==> src/hdl/tcc_pkg.sv <==
// Constants for the second timer control register block.
// Assumes a 32-bit AXI4-Lite register slave clocked by mclk.
package tcc_pkg;
    localparam int ADDR_W = 8;
    localparam logic [7:0] OFF_CTRL2 = 8'h04;
    localparam logic [7:0] OFF_CHCTL = 8'h20;
    localparam logic [7:0] OFF_CHSHD = 8'h24;
    localparam logic [7:0] OFF_STAT = 8'h28;
    // Control-two field positions
    localparam int B_PRELOAD = 0;
    localparam int B_UPDSRC = 2;
    localparam int B_DMATIM = 3;
    localparam int B_MTS_LO = 4;
    localparam int B_XORSEL = 7;
    localparam int B_CH1IDLE = 8;
    localparam int B_CH1NIDLE = 9;
    localparam int B_CH2IDLE = 10;
    // Writable bits; bit 1 and bits above 10 stay zero
    localparam logic [15:0] CTRL2_WMASK = 16'h07fd;
    localparam logic [15:0] IDLE_MASK = 16'h0700;
    localparam logic [15:0] CTRL2_RST = 16'h0000;
    // Channel control: per channel 4 bits {mode[1:0], comp_en, en}
    localparam int CHF_W = 4;
    localparam int NCH = 4;
    // Channels 1..3 have complementary outputs
    localparam logic [3:0] COMP_CH = 4'h7;
    localparam logic [15:0] CHCTL_RST = 16'h0000;
    localparam logic [1:0] RESP_OKAY = 2'h0;
    localparam logic [1:0] RESP_SLVERR = 2'h2;
    localparam logic [2:0] MTS_RESET = 3'h0;
    localparam logic [2:0] MTS_ENABLE = 3'h1;
    localparam logic [2:0] MTS_UPDATE = 3'h2;
    localparam logic [2:0] MTS_PULSE = 3'h3;
    localparam logic [2:0] MTS_OC1 = 3'h4;
    localparam logic [2:0] MTS_OC2 = 3'h5;
    localparam logic [2:0] MTS_OC3 = 3'h6;
    localparam logic [2:0] MTS_OC4 = 3'h7;
    localparam logic [1:0] LOCK_OFF = 2'h0;
    typedef enum logic [2:0] {
        WS_IDLE = 3'b001,
        WS_RESP = 3'b010,
        WS_HOLD = 3'b100
    } tcc_wstate_type;
endpackage

==> src/hdl/tcc_ctrl2.sv <==
// Second timer control register: preload of channel controls, trigger
// output select, input-one xor, idle levels, DMA timing.
// Assumes timer core events arrive on mclk; channel pins are asynchronous.
// Operation
// - Preload off: channel controls apply at once
// - Update source adds trigger input rising edge
// - DMA on channel event or update
// - Trigger output: reset, enable, update
// - Trigger output pulses on channel event flag
// - Trigger output from compare references one-four
// - Input one: pin one or xor
// - Channel one idle level when outputs off
// - Complementary idle level when outputs off
// - Idle bits locked when lock level nonzero
// - Channel two idle like channel one
//
// The AXI4-Lite register port was decided locally.
module tcc_ctrl2 (
    input wire logic mclk,
    input wire logic rst_b,
    input wire logic [tcc_pkg::ADDR_W-1:0] s_axi_awaddr,
    input wire logic s_axi_awvalid,
    output logic s_axi_awready,
    input wire logic [31:0] s_axi_wdata,
    input wire logic [3:0] s_axi_wstrb,
    input wire logic s_axi_wvalid,
    output logic s_axi_wready,
    output logic [1:0] s_axi_bresp,
    output logic s_axi_bvalid,
    input wire logic s_axi_bready,
    input wire logic [tcc_pkg::ADDR_W-1:0] s_axi_araddr,
    input wire logic s_axi_arvalid,
    output logic s_axi_arready,
    output logic [31:0] s_axi_rdata,
    output logic [1:0] s_axi_rresp,
    output logic s_axi_rvalid,
    input wire logic s_axi_rready,
    input wire logic commutation_generate,
    input wire logic trigger_input,
    input wire logic timer_reset,
    input wire logic counter_enable,
    input wire logic update_event,
    input wire logic [3:0] channel_event,
    input wire logic [3:0] compare_reference,
    input wire logic main_output_enable,
    input wire logic [1:0] lock_level,
    input wire logic [2:0] channel_pin,
    output logic [3:0] channel_dma_req,
    output logic trigger_output,
    output logic timer_input_one,
    output logic [15:0] channel_ctrl_active,
    output logic ch1_idle_out,
    output logic ch1_comp_idle_out,
    output logic ch2_idle_out,
    output logic idle_active
);
    import tcc_pkg::*;

    logic [15:0] ctrl2_r;
    logic [15:0] chshd_r;
    logic [15:0] chact_r;
    logic trig_d_r;
    logic [2:0] pin_s;
    tcc_wstate_type wst_r;
    logic [ADDR_W-1:0] awaddr_r;
    logic [31:0] wdata_r;
    logic [3:0] wstrb_r;
    logic aw_have_r;
    logic w_have_r;
    logic wr_fire;
    logic [15:0] wmerge;
    logic trig_rise;
    logic comm_load;
    logic channel_preload_control;
    logic control_update_source;
    logic channel_dma_timing;
    logic [2:0] master_trigger_select;
    logic input_one_xor_select;
    assign channel_preload_control = ctrl2_r[B_PRELOAD];
    assign control_update_source = ctrl2_r[B_UPDSRC];
    assign channel_dma_timing = ctrl2_r[B_DMATIM];
    assign master_trigger_select = ctrl2_r[B_MTS_LO +: 3];
    assign input_one_xor_select = ctrl2_r[B_XORSEL];
    tcc_sync #(.W(3)) u_pin_sync (
        .mclk(mclk),
        .rst_b(rst_b),
        .din(channel_pin),
        .dout(pin_s)
    );
    // Write channel: address and data taken in either order
    always_ff @(posedge mclk or negedge rst_b) begin
        if (!rst_b) begin
            aw_have_r <= 1'b0;
            awaddr_r <= '0;
        end else if (s_axi_awvalid && s_axi_awready) begin
            aw_have_r <= 1'b1;
            awaddr_r <= s_axi_awaddr;
        end else if (wr_fire) begin
            aw_have_r <= 1'b0;
        end
    end

    always_ff @(posedge mclk or negedge rst_b) begin
        if (!rst_b) begin
            w_have_r <= 1'b0;
            wdata_r <= '0;
            wstrb_r <= '0;
        end else if (s_axi_wvalid && s_axi_wready) begin
            w_have_r <= 1'b1;
            wdata_r <= s_axi_wdata;
            wstrb_r <= s_axi_wstrb;
        end else if (wr_fire) begin
            w_have_r <= 1'b0;
        end
    end
    assign wr_fire = (wst_r == WS_IDLE) && aw_have_r && w_have_r;
    always_ff @(posedge mclk or negedge rst_b) begin
        if (!rst_b) begin
            wst_r <= WS_IDLE;
            s_axi_bvalid <= 1'b0;
            s_axi_bresp <= RESP_OKAY;
        end else begin
            case (wst_r)
                WS_IDLE: begin
                    if (wr_fire) begin
                        wst_r <= WS_RESP;
                        s_axi_bvalid <= 1'b1;
                        if (awaddr_r == OFF_CTRL2 || awaddr_r == OFF_CHCTL
                            || awaddr_r == OFF_CHSHD || awaddr_r == OFF_STAT) begin
                            s_axi_bresp <= RESP_OKAY;
                        end else begin
                            s_axi_bresp <= RESP_SLVERR;
                        end
                    end
                end
                WS_RESP: begin
                    if (s_axi_bready) begin
                        s_axi_bvalid <= 1'b0;
                        wst_r <= WS_HOLD;
                    end
                end
                default: begin
                    wst_r <= WS_IDLE;
                end
            endcase
        end
    end

    always_ff @(posedge mclk or negedge rst_b) begin
        if (!rst_b) begin
            s_axi_awready <= 1'b0;
            s_axi_wready <= 1'b0;
        end else begin
            s_axi_awready <= !aw_have_r && !(s_axi_awvalid && s_axi_awready)
                && (wst_r == WS_IDLE);
            s_axi_wready <= !w_have_r && !(s_axi_wvalid && s_axi_wready)
                && (wst_r == WS_IDLE);
        end
    end

    // Byte-lane merge of the old low halfword with the write data
    always_comb begin
        wmerge = ctrl2_r;
        if (awaddr_r == OFF_CHCTL) begin
            wmerge = chshd_r;
        end
        if (wstrb_r[0]) begin
            wmerge[7:0] = wdata_r[7:0];
        end
        if (wstrb_r[1]) begin
            wmerge[15:8] = wdata_r[15:8];
        end
    end

    always_ff @(posedge mclk or negedge rst_b) begin
        if (!rst_b) begin
            ctrl2_r <= CTRL2_RST;
        end else if (wr_fire && awaddr_r == OFF_CTRL2) begin
            if (lock_level != LOCK_OFF) begin
                ctrl2_r <= ((wmerge & CTRL2_WMASK) & ~IDLE_MASK) | (ctrl2_r & IDLE_MASK);
            end else begin
                ctrl2_r <= wmerge & CTRL2_WMASK;
            end
        end
    end

    always_ff @(posedge mclk or negedge rst_b) begin
        if (!rst_b) begin
            chshd_r <= CHCTL_RST;
        end else if (wr_fire && awaddr_r == OFF_CHCTL) begin
            chshd_r <= wmerge;
        end
    end
    always_ff @(posedge mclk or negedge rst_b) begin
        if (!rst_b) begin
            trig_d_r <= 1'b0;
        end else begin
            trig_d_r <= trigger_input;
        end
    end
    assign trig_rise = trigger_input && !trig_d_r;
    assign comm_load = commutation_generate || (control_update_source && trig_rise);
    // Active channel controls; complementary channels may be preloaded
    for (genvar c = 0; c < NCH; c++) begin : g_ch
        always_ff @(posedge mclk or negedge rst_b) begin
            if (!rst_b) begin
                chact_r[c*CHF_W +: CHF_W] <= CHCTL_RST[c*CHF_W +: CHF_W];
            end else if (!COMP_CH[c] || !channel_preload_control) begin
                chact_r[c*CHF_W +: CHF_W] <= chshd_r[c*CHF_W +: CHF_W];
            end else if (comm_load) begin
                chact_r[c*CHF_W +: CHF_W] <= chshd_r[c*CHF_W +: CHF_W];
            end
        end
    end
    assign channel_ctrl_active = chact_r;
    // Read channel: one cycle to rvalid
    always_ff @(posedge mclk or negedge rst_b) begin
        if (!rst_b) begin
            s_axi_arready <= 1'b0;
            s_axi_rvalid <= 1'b0;
            s_axi_rdata <= '0;
            s_axi_rresp <= RESP_OKAY;
        end else if (s_axi_rvalid) begin
            s_axi_arready <= 1'b0;
            if (s_axi_rready) begin
                s_axi_rvalid <= 1'b0;
            end
        end else if (s_axi_arvalid && s_axi_arready) begin
            s_axi_arready <= 1'b0;
            s_axi_rvalid <= 1'b1;
            s_axi_rresp <= RESP_OKAY;
            if (s_axi_araddr == OFF_CTRL2) begin
                s_axi_rdata <= {16'h0000, ctrl2_r};
            end else if (s_axi_araddr == OFF_CHCTL) begin
                s_axi_rdata <= {16'h0000, chshd_r};
            end else if (s_axi_araddr == OFF_CHSHD) begin
                s_axi_rdata <= {16'h0000, chact_r};
            end else if (s_axi_araddr == OFF_STAT) begin
                s_axi_rdata <= {24'h000000, trigger_output, timer_input_one,
                    lock_level, channel_dma_req};
            end else begin
                s_axi_rdata <= '0;
                s_axi_rresp <= RESP_SLVERR;
            end
        end else begin
            s_axi_arready <= 1'b1;
        end
    end

    always_ff @(posedge mclk or negedge rst_b) begin
        if (!rst_b) begin
            channel_dma_req <= '0;
        end else if (channel_dma_timing) begin
            channel_dma_req <= {NCH{update_event}};
        end else begin
            channel_dma_req <= channel_event;
        end
    end

    always_ff @(posedge mclk or negedge rst_b) begin
        if (!rst_b) begin
            trigger_output <= 1'b0;
        end else begin
            case (master_trigger_select)
                MTS_RESET: trigger_output <= timer_reset;
                MTS_ENABLE: trigger_output <= counter_enable;
                MTS_UPDATE: trigger_output <= update_event;
                MTS_PULSE: trigger_output <= |channel_event;
                MTS_OC1: trigger_output <= compare_reference[0];
                MTS_OC2: trigger_output <= compare_reference[1];
                MTS_OC3: trigger_output <= compare_reference[2];
                default: trigger_output <= compare_reference[3];
            endcase
        end
    end

    always_ff @(posedge mclk or negedge rst_b) begin
        if (!rst_b) begin
            timer_input_one <= 1'b0;
        end else if (input_one_xor_select) begin
            timer_input_one <= ^pin_s;
        end else begin
            timer_input_one <= pin_s[0];
        end
    end

    // Idle levels follow the control bits whatever main_output_enable is; idle_active flags main outputs off
    always_ff @(posedge mclk or negedge rst_b) begin
        if (!rst_b) begin
            ch1_idle_out <= 1'b0;
            ch1_comp_idle_out <= 1'b0;
            ch2_idle_out <= 1'b0;
            idle_active <= 1'b0;
        end else begin
            idle_active <= !main_output_enable;
            ch1_idle_out <= ctrl2_r[B_CH1IDLE] && COMP_CH[0];
            ch1_comp_idle_out <= ctrl2_r[B_CH1NIDLE];
            ch2_idle_out <= ctrl2_r[B_CH2IDLE] && COMP_CH[1];
        end
    end

    AST_IDLE_LOCK: assert property (@(posedge mclk) disable iff (!rst_b)
        (lock_level != LOCK_OFF) |=> $stable(ctrl2_r[10:8]))
        else $error("idle bits changed under lock");
    AST_RSVD_ZERO: assert property (@(posedge mclk) disable iff (!rst_b)
        ctrl2_r[1] == 1'b0 && ctrl2_r[15:11] == 5'h00)
        else $error("reserved bits set");
    AST_IMMEDIATE: assert property (@(posedge mclk) disable iff (!rst_b)
        !channel_preload_control && $stable(chshd_r) |=> chact_r == $past(chshd_r))
        else $error("channel controls not applied");
    AST_CH4_FREE: assert property (@(posedge mclk) disable iff (!rst_b)
        1'b1 |=> chact_r[15:12] == $past(chshd_r[15:12]))
        else $error("channel four held by preload");
    AST_HOLD_PRE: assert property (@(posedge mclk) disable iff (!rst_b)
        channel_preload_control && !comm_load |=> $stable(chact_r[11:0]))
        else $error("preloaded controls changed");
    AST_DMA_UPD: assert property (@(posedge mclk) disable iff (!rst_b)
        channel_dma_timing && update_event |=> channel_dma_req == 4'hf)
        else $error("dma missing on update");
    AST_TRG_UPD: assert property (@(posedge mclk) disable iff (!rst_b)
        master_trigger_select == MTS_UPDATE && update_event |=> trigger_output)
        else $error("update not on trigger output");
    AST_TRG_PULSE: assert property (@(posedge mclk) disable iff (!rst_b)
        master_trigger_select == MTS_PULSE && channel_event == 4'h0 |=> !trigger_output)
        else $error("spurious trigger pulse");
    AST_TRG_OC1: assert property (@(posedge mclk) disable iff (!rst_b)
        master_trigger_select == MTS_OC1 |=> trigger_output == $past(compare_reference[0]))
        else $error("trigger not from reference one");
    AST_XOR: assert property (@(posedge mclk) disable iff (!rst_b)
        input_one_xor_select |=> timer_input_one == ^$past(pin_s))
        else $error("input one xor wrong");
    AST_IDLE1: assert property (@(posedge mclk) disable iff (!rst_b)
        1'b1 |=> ch1_idle_out == $past(ctrl2_r[8]))
        else $error("channel one idle level wrong");
    AST_IDLE1N: assert property (@(posedge mclk) disable iff (!rst_b)
        1'b1 |=> ch1_comp_idle_out == $past(ctrl2_r[9]))
        else $error("complementary idle level wrong");
    AST_IDLE2: assert property (@(posedge mclk) disable iff (!rst_b)
        1'b1 |=> ch2_idle_out == $past(ctrl2_r[10]))
        else $error("channel two idle level wrong");
endmodule // tcc_ctrl2

==> src/hdl/tcc_sync.sv <==
// Two-flop synchroniser bank for pin inputs.
// Assumes inputs are asynchronous to mclk.
module tcc_sync #(
    parameter int W = 1
) (
    input wire logic mclk,
    input wire logic rst_b,
    input wire logic [W-1:0] din,
    output logic [W-1:0] dout
);
    logic [W-1:0] meta_r;
    always_ff @(posedge mclk or negedge rst_b) begin
        if (!rst_b) begin
            meta_r <= '0;
            dout <= '0;
        end else begin
            meta_r <= din;
            dout <= meta_r;
        end
    end
endmodule // tcc_sync

==> config.mk <==
export PLATFORM = sky130hd
export DESIGN_NAME = tcc_ctrl2
export DESIGN_NICKNAME = d
export VERILOG_FILES = /design/src/hdl/tcc_pkg.sv /design/src/hdl/tcc_ctrl2.sv /design/src/hdl/tcc_sync.sv
export SDC_FILE = /design/constraint.sdc
export NUM_CORES = 1
export LEC_CHECK = 0
export ABC_CLOCK_PERIOD_IN_PS = 1800
export BUFFER_PORTS_ARGS = -buffer_cell sky130_fd_sc_hd__buf_2
export CAP_MARGIN = 10
export CORE_MARGIN = 1
export CORE_UTILIZATION = 35
export CTS_CLUSTER_DIAMETER = 30
export DETAILED_ROUTE_END_ITERATION = 16
export PLACE_DENSITY = 0.7
export SLEW_MARGIN = 20
export SYNTH_ARGS = -nofsm -noshare
export SYNTH_HDL_FRONTEND = slang
export SYNTH_SLANG_ARGS = --single-unit
==> constraint.sdc <==
create_clock -name mclk -period 1.8 [get_ports mclk]
set_clock_uncertainty 0.1 [all_clocks]
set_input_delay 0.36 -clock mclk [delete_from_list [all_inputs] [get_ports mclk]]
set_output_delay 0.36 -clock mclk [all_outputs]
set_load 0.01 [all_outputs]
==> reports/metrics.yaml <==
outcome:
  status: "finished, violations left"
  violations: "negative setup slack"
route:
  final_antenna_net_count: 0
  drt-total-wl_um: 11200
  drtIter0Drc: 119
  remaining_drc_errors: 0
  dr.pass1.iters: 4
  routedWlPerCell_um: 16.0
  avgViaCountPerCell: 4.83
  vias: 3388
placed_design:
  dp_hpwl_um: 8070
  dp_cells: 661
  io_buffer_count: 108
  placed_area_um2: 5590
  gp_congestion: 0.812
logic_synthesis:
  synth-main-ff-cell: "dfrtp_1"
  yosys.cell_count.top_type: "dfrtp_1"
  synth_edf_count: 0
  yosys_warnings: 0
  synth_cell_type_count: 42
  syn-instance-count: 367
  syn_area_um2: 4750
  synth-seq-area-share_pct: 59.5
  ys_seq_elements: 113
  yosysTopAreaCell: "dfrtp_1"
  ys_top_cells_by_area: "dfrtp_1, mux2_2, buf_4"
  yosys.area.top_type_share_pct: 59.0
  yosys-top-cells-count: "dfrtp_1, mux2_2, nand2_1, o21ai_0, inv_1"
  avgSynthCellArea_um2: 13.0
  async_flop_share_pct: 100
worst_hold_path:
  hp-class: "primary input to register"
pwr:
  power.density_nw_per_um2: 1420
  leakagePower_nw: 3.20
  ir_worst_vdd_mv: 0.765
critical_path:
  worstPathCellList: "and4bb_2 > nand4_4 > nor4_4 > mux2_2"
  slowest_stage: "dfstp_2"
  slowest_delay_ns: 0.53
  required_ns: 1.99
  cp-end-kind: "register"
  start_kind: "register"
  cp.arrival_ns: 2.06
  crit_fanout: 3
  path_class: "register to register"
finish:
  antenna_cells: 0
  drive_gt1_share_pct: 45.0
  postLayoutCellArea_um2: 6420
  area_delta_synth_final_pct: 35.0
  fin_cells: 701
  fin_nets: 590
sta:
  fin_crit_sh_pct: 104
  fmax_ghz: 0.535
  rsz0062_at_grt: "true"
  drv_slew: 0
  setup_ws_ns: -0.0696
  hold_viol_final: 0
  finalSetupViolations: 4
  hold_ws_ns: 0.0354
  period_needed_ns: 1.87
floorplanning:
  io_pins: 145
  fp-row-count: 42
  initial_utilization_pct: 35.9
  coreArea_um2: 13200
  die_w_um: 119
  die_area_um2: 14100
  fp.dieH_um: 119
clock_tree:
  numCtsBuffers: 17
  clockRootBuffer: "clkbuf_16"
  clk-insertion-delay-late_ns: 0.41
  cts_tree: "yes"
  htree_levels: 4
  clk_path_buf_depth: 2
  cts.clk_slew.worst_paths_ns: 0.05
  numClockSinks: 113
job:
  max_cap_viol_count: 0
global_route:
  grt_overflow_total: 0
  grt_pass1_wl_um: 18100
  grt_pass1_vias: 3368
  antenna_found_initial: 2
  track_usage_pct: 17.1
  grt_max_degree: 33
-- final cells by class --
class                      count  area [um2]
timing repair buffer         139         828
clock inverter                 9         198
clock buffer                  23         508
fill                        1169        6830
sequential                   113        2830
multi-input combinational    221        1760
tap                          176         220
inverter                      20        75.1
-- report_power, final --
part	switching [mW]	internal, mW
Combinational	0.767	0.843
Clock	1.14	2.81
Sequential	0.429	3.10
-- state kept, by name, summed over array words and instances, names as in the netlist, 2 cells and up --
| name | flops |
|---|---|
| s_axi_rdata | 16 |
| u_pin_sync.meta_r | 3 |
| chshd_r | 16 |
| awaddr_r | 8 |
| channel_ctrl_active | 16 |
| channel_dma_req | 4 |
| wstrb_r | 2 |
| wdata_r | 16 |
| u_pin_sync.dout | 3 |
| wst_r | 3 |
| ctrl2_r | 10 |
-- layout by cell type (no fill, tap or decap), types with 2 or more instances in the layout --
master and instances:
and2_1 2, mux2_2 49, a32oi_1 4, mux4_2 2, o21ai_0 22, bufinv_16 6
nor3_1 2, a21oi_1 19, clkinv_2 2, nand3b_1 5, clkbuf_16 17, nor4_4 2
nand2_1 22, clkbuf_8 6, buf_2 107, dlygate4sd3_1 6, buf_12 3, o32ai_1 6
mux2i_1 7, and4b_1 2, nand3_4 2, nand2b_1 3, buf_4 23, dfrtp_1 112
conb_1 18, nor2_1 15, mux2_4 8, a22o_1 10, nor3b_1 3, inv_1 20
-- critical path, delay by kind of cell (launching register included) --
| kind | cells | cell delay (ns) |
|---|---|---|
| flops | 1 | 0.53 |
| simple gates | 3 | 0.74 |
| mux | 1 | 0.38 |
-- routing by layer --
layer  GRT usage [%]  wire length [um]
met1            21.9              4900
met2            26.7              5300
met3            5.69               815
met4            7.12               185
met5               0                11
-- worst paths after layout --
kind                       depth (start not counted)                            endpoint                            from  slack (ns)
max                                                4             ctrl2_r[10]$_DFFE_PN0P_            wst_r[0]$_DFFE_PN1P_       -0.07
min                                                2              s_axi_rvalid$_DFF_PN0_                    s_axi_rready        0.04
max reg2reg                                        4             ctrl2_r[10]$_DFFE_PN0P_            wst_r[0]$_DFFE_PN1P_       -0.07
min reg2reg                                        0        u_pin_sync.dout[2]$_DFF_PN0_  u_pin_sync.meta_r[2]$_DFF_PN0_        0.25
max in group asynchronous                          3  channel_ctrl_active[2]$_DFFE_PN0P_                           rst_b        0.70
min in group asynchronous                          2         ch1_comp_idle_out$_DFF_PN0_                           rst_b        0.31
-- cells by family (layout without fill, tap and decap cells) --
| logic type | count (synthesis) | in the layout | synth area share, % |
|---|---|---|---|
| AOI/OAI and AO/OA | 65 | 65 | 8.66 |
| xor gates and xnor gates | 2 | 2 | 0.369 |
| buffers and inverters | 50 | 191 | 5.58 |
| DFF | 113 | 113 | 59.5 |
| muxes | 66 | 66 | 16.0 |
| other | 1 | 18 | 0.0789 |
| and+or+nand+nor | 70 | 70 | 9.79 |
-- repair_timing --
action,4_1_cts,5_1_grt
pin swaps,0,4
hold buffers,6,0
setup endpoints to repair,26,27
endpoints found under the hold margin,27,0
setup buffers,2,0
resized for setup,1,8
cloned,0,0
-- metrics by stage --
step	utilization (%)	TNS (ns)	setup slack (ns)	total power, mW
floorplan	-	0	0.0167	4.47
global placement	42.2	-0.519	-0.0574	5.03
detailed placement	42.2	-1.52	-0.110	5.13
CTS	48.2	-0.270	-0.0959	9.16
global route	48.5	-1.13	-0.142	9.52
finish	48.5	-0.195	-0.0696	9.08
No activity file was read; power rests on OpenSTA's default activity.
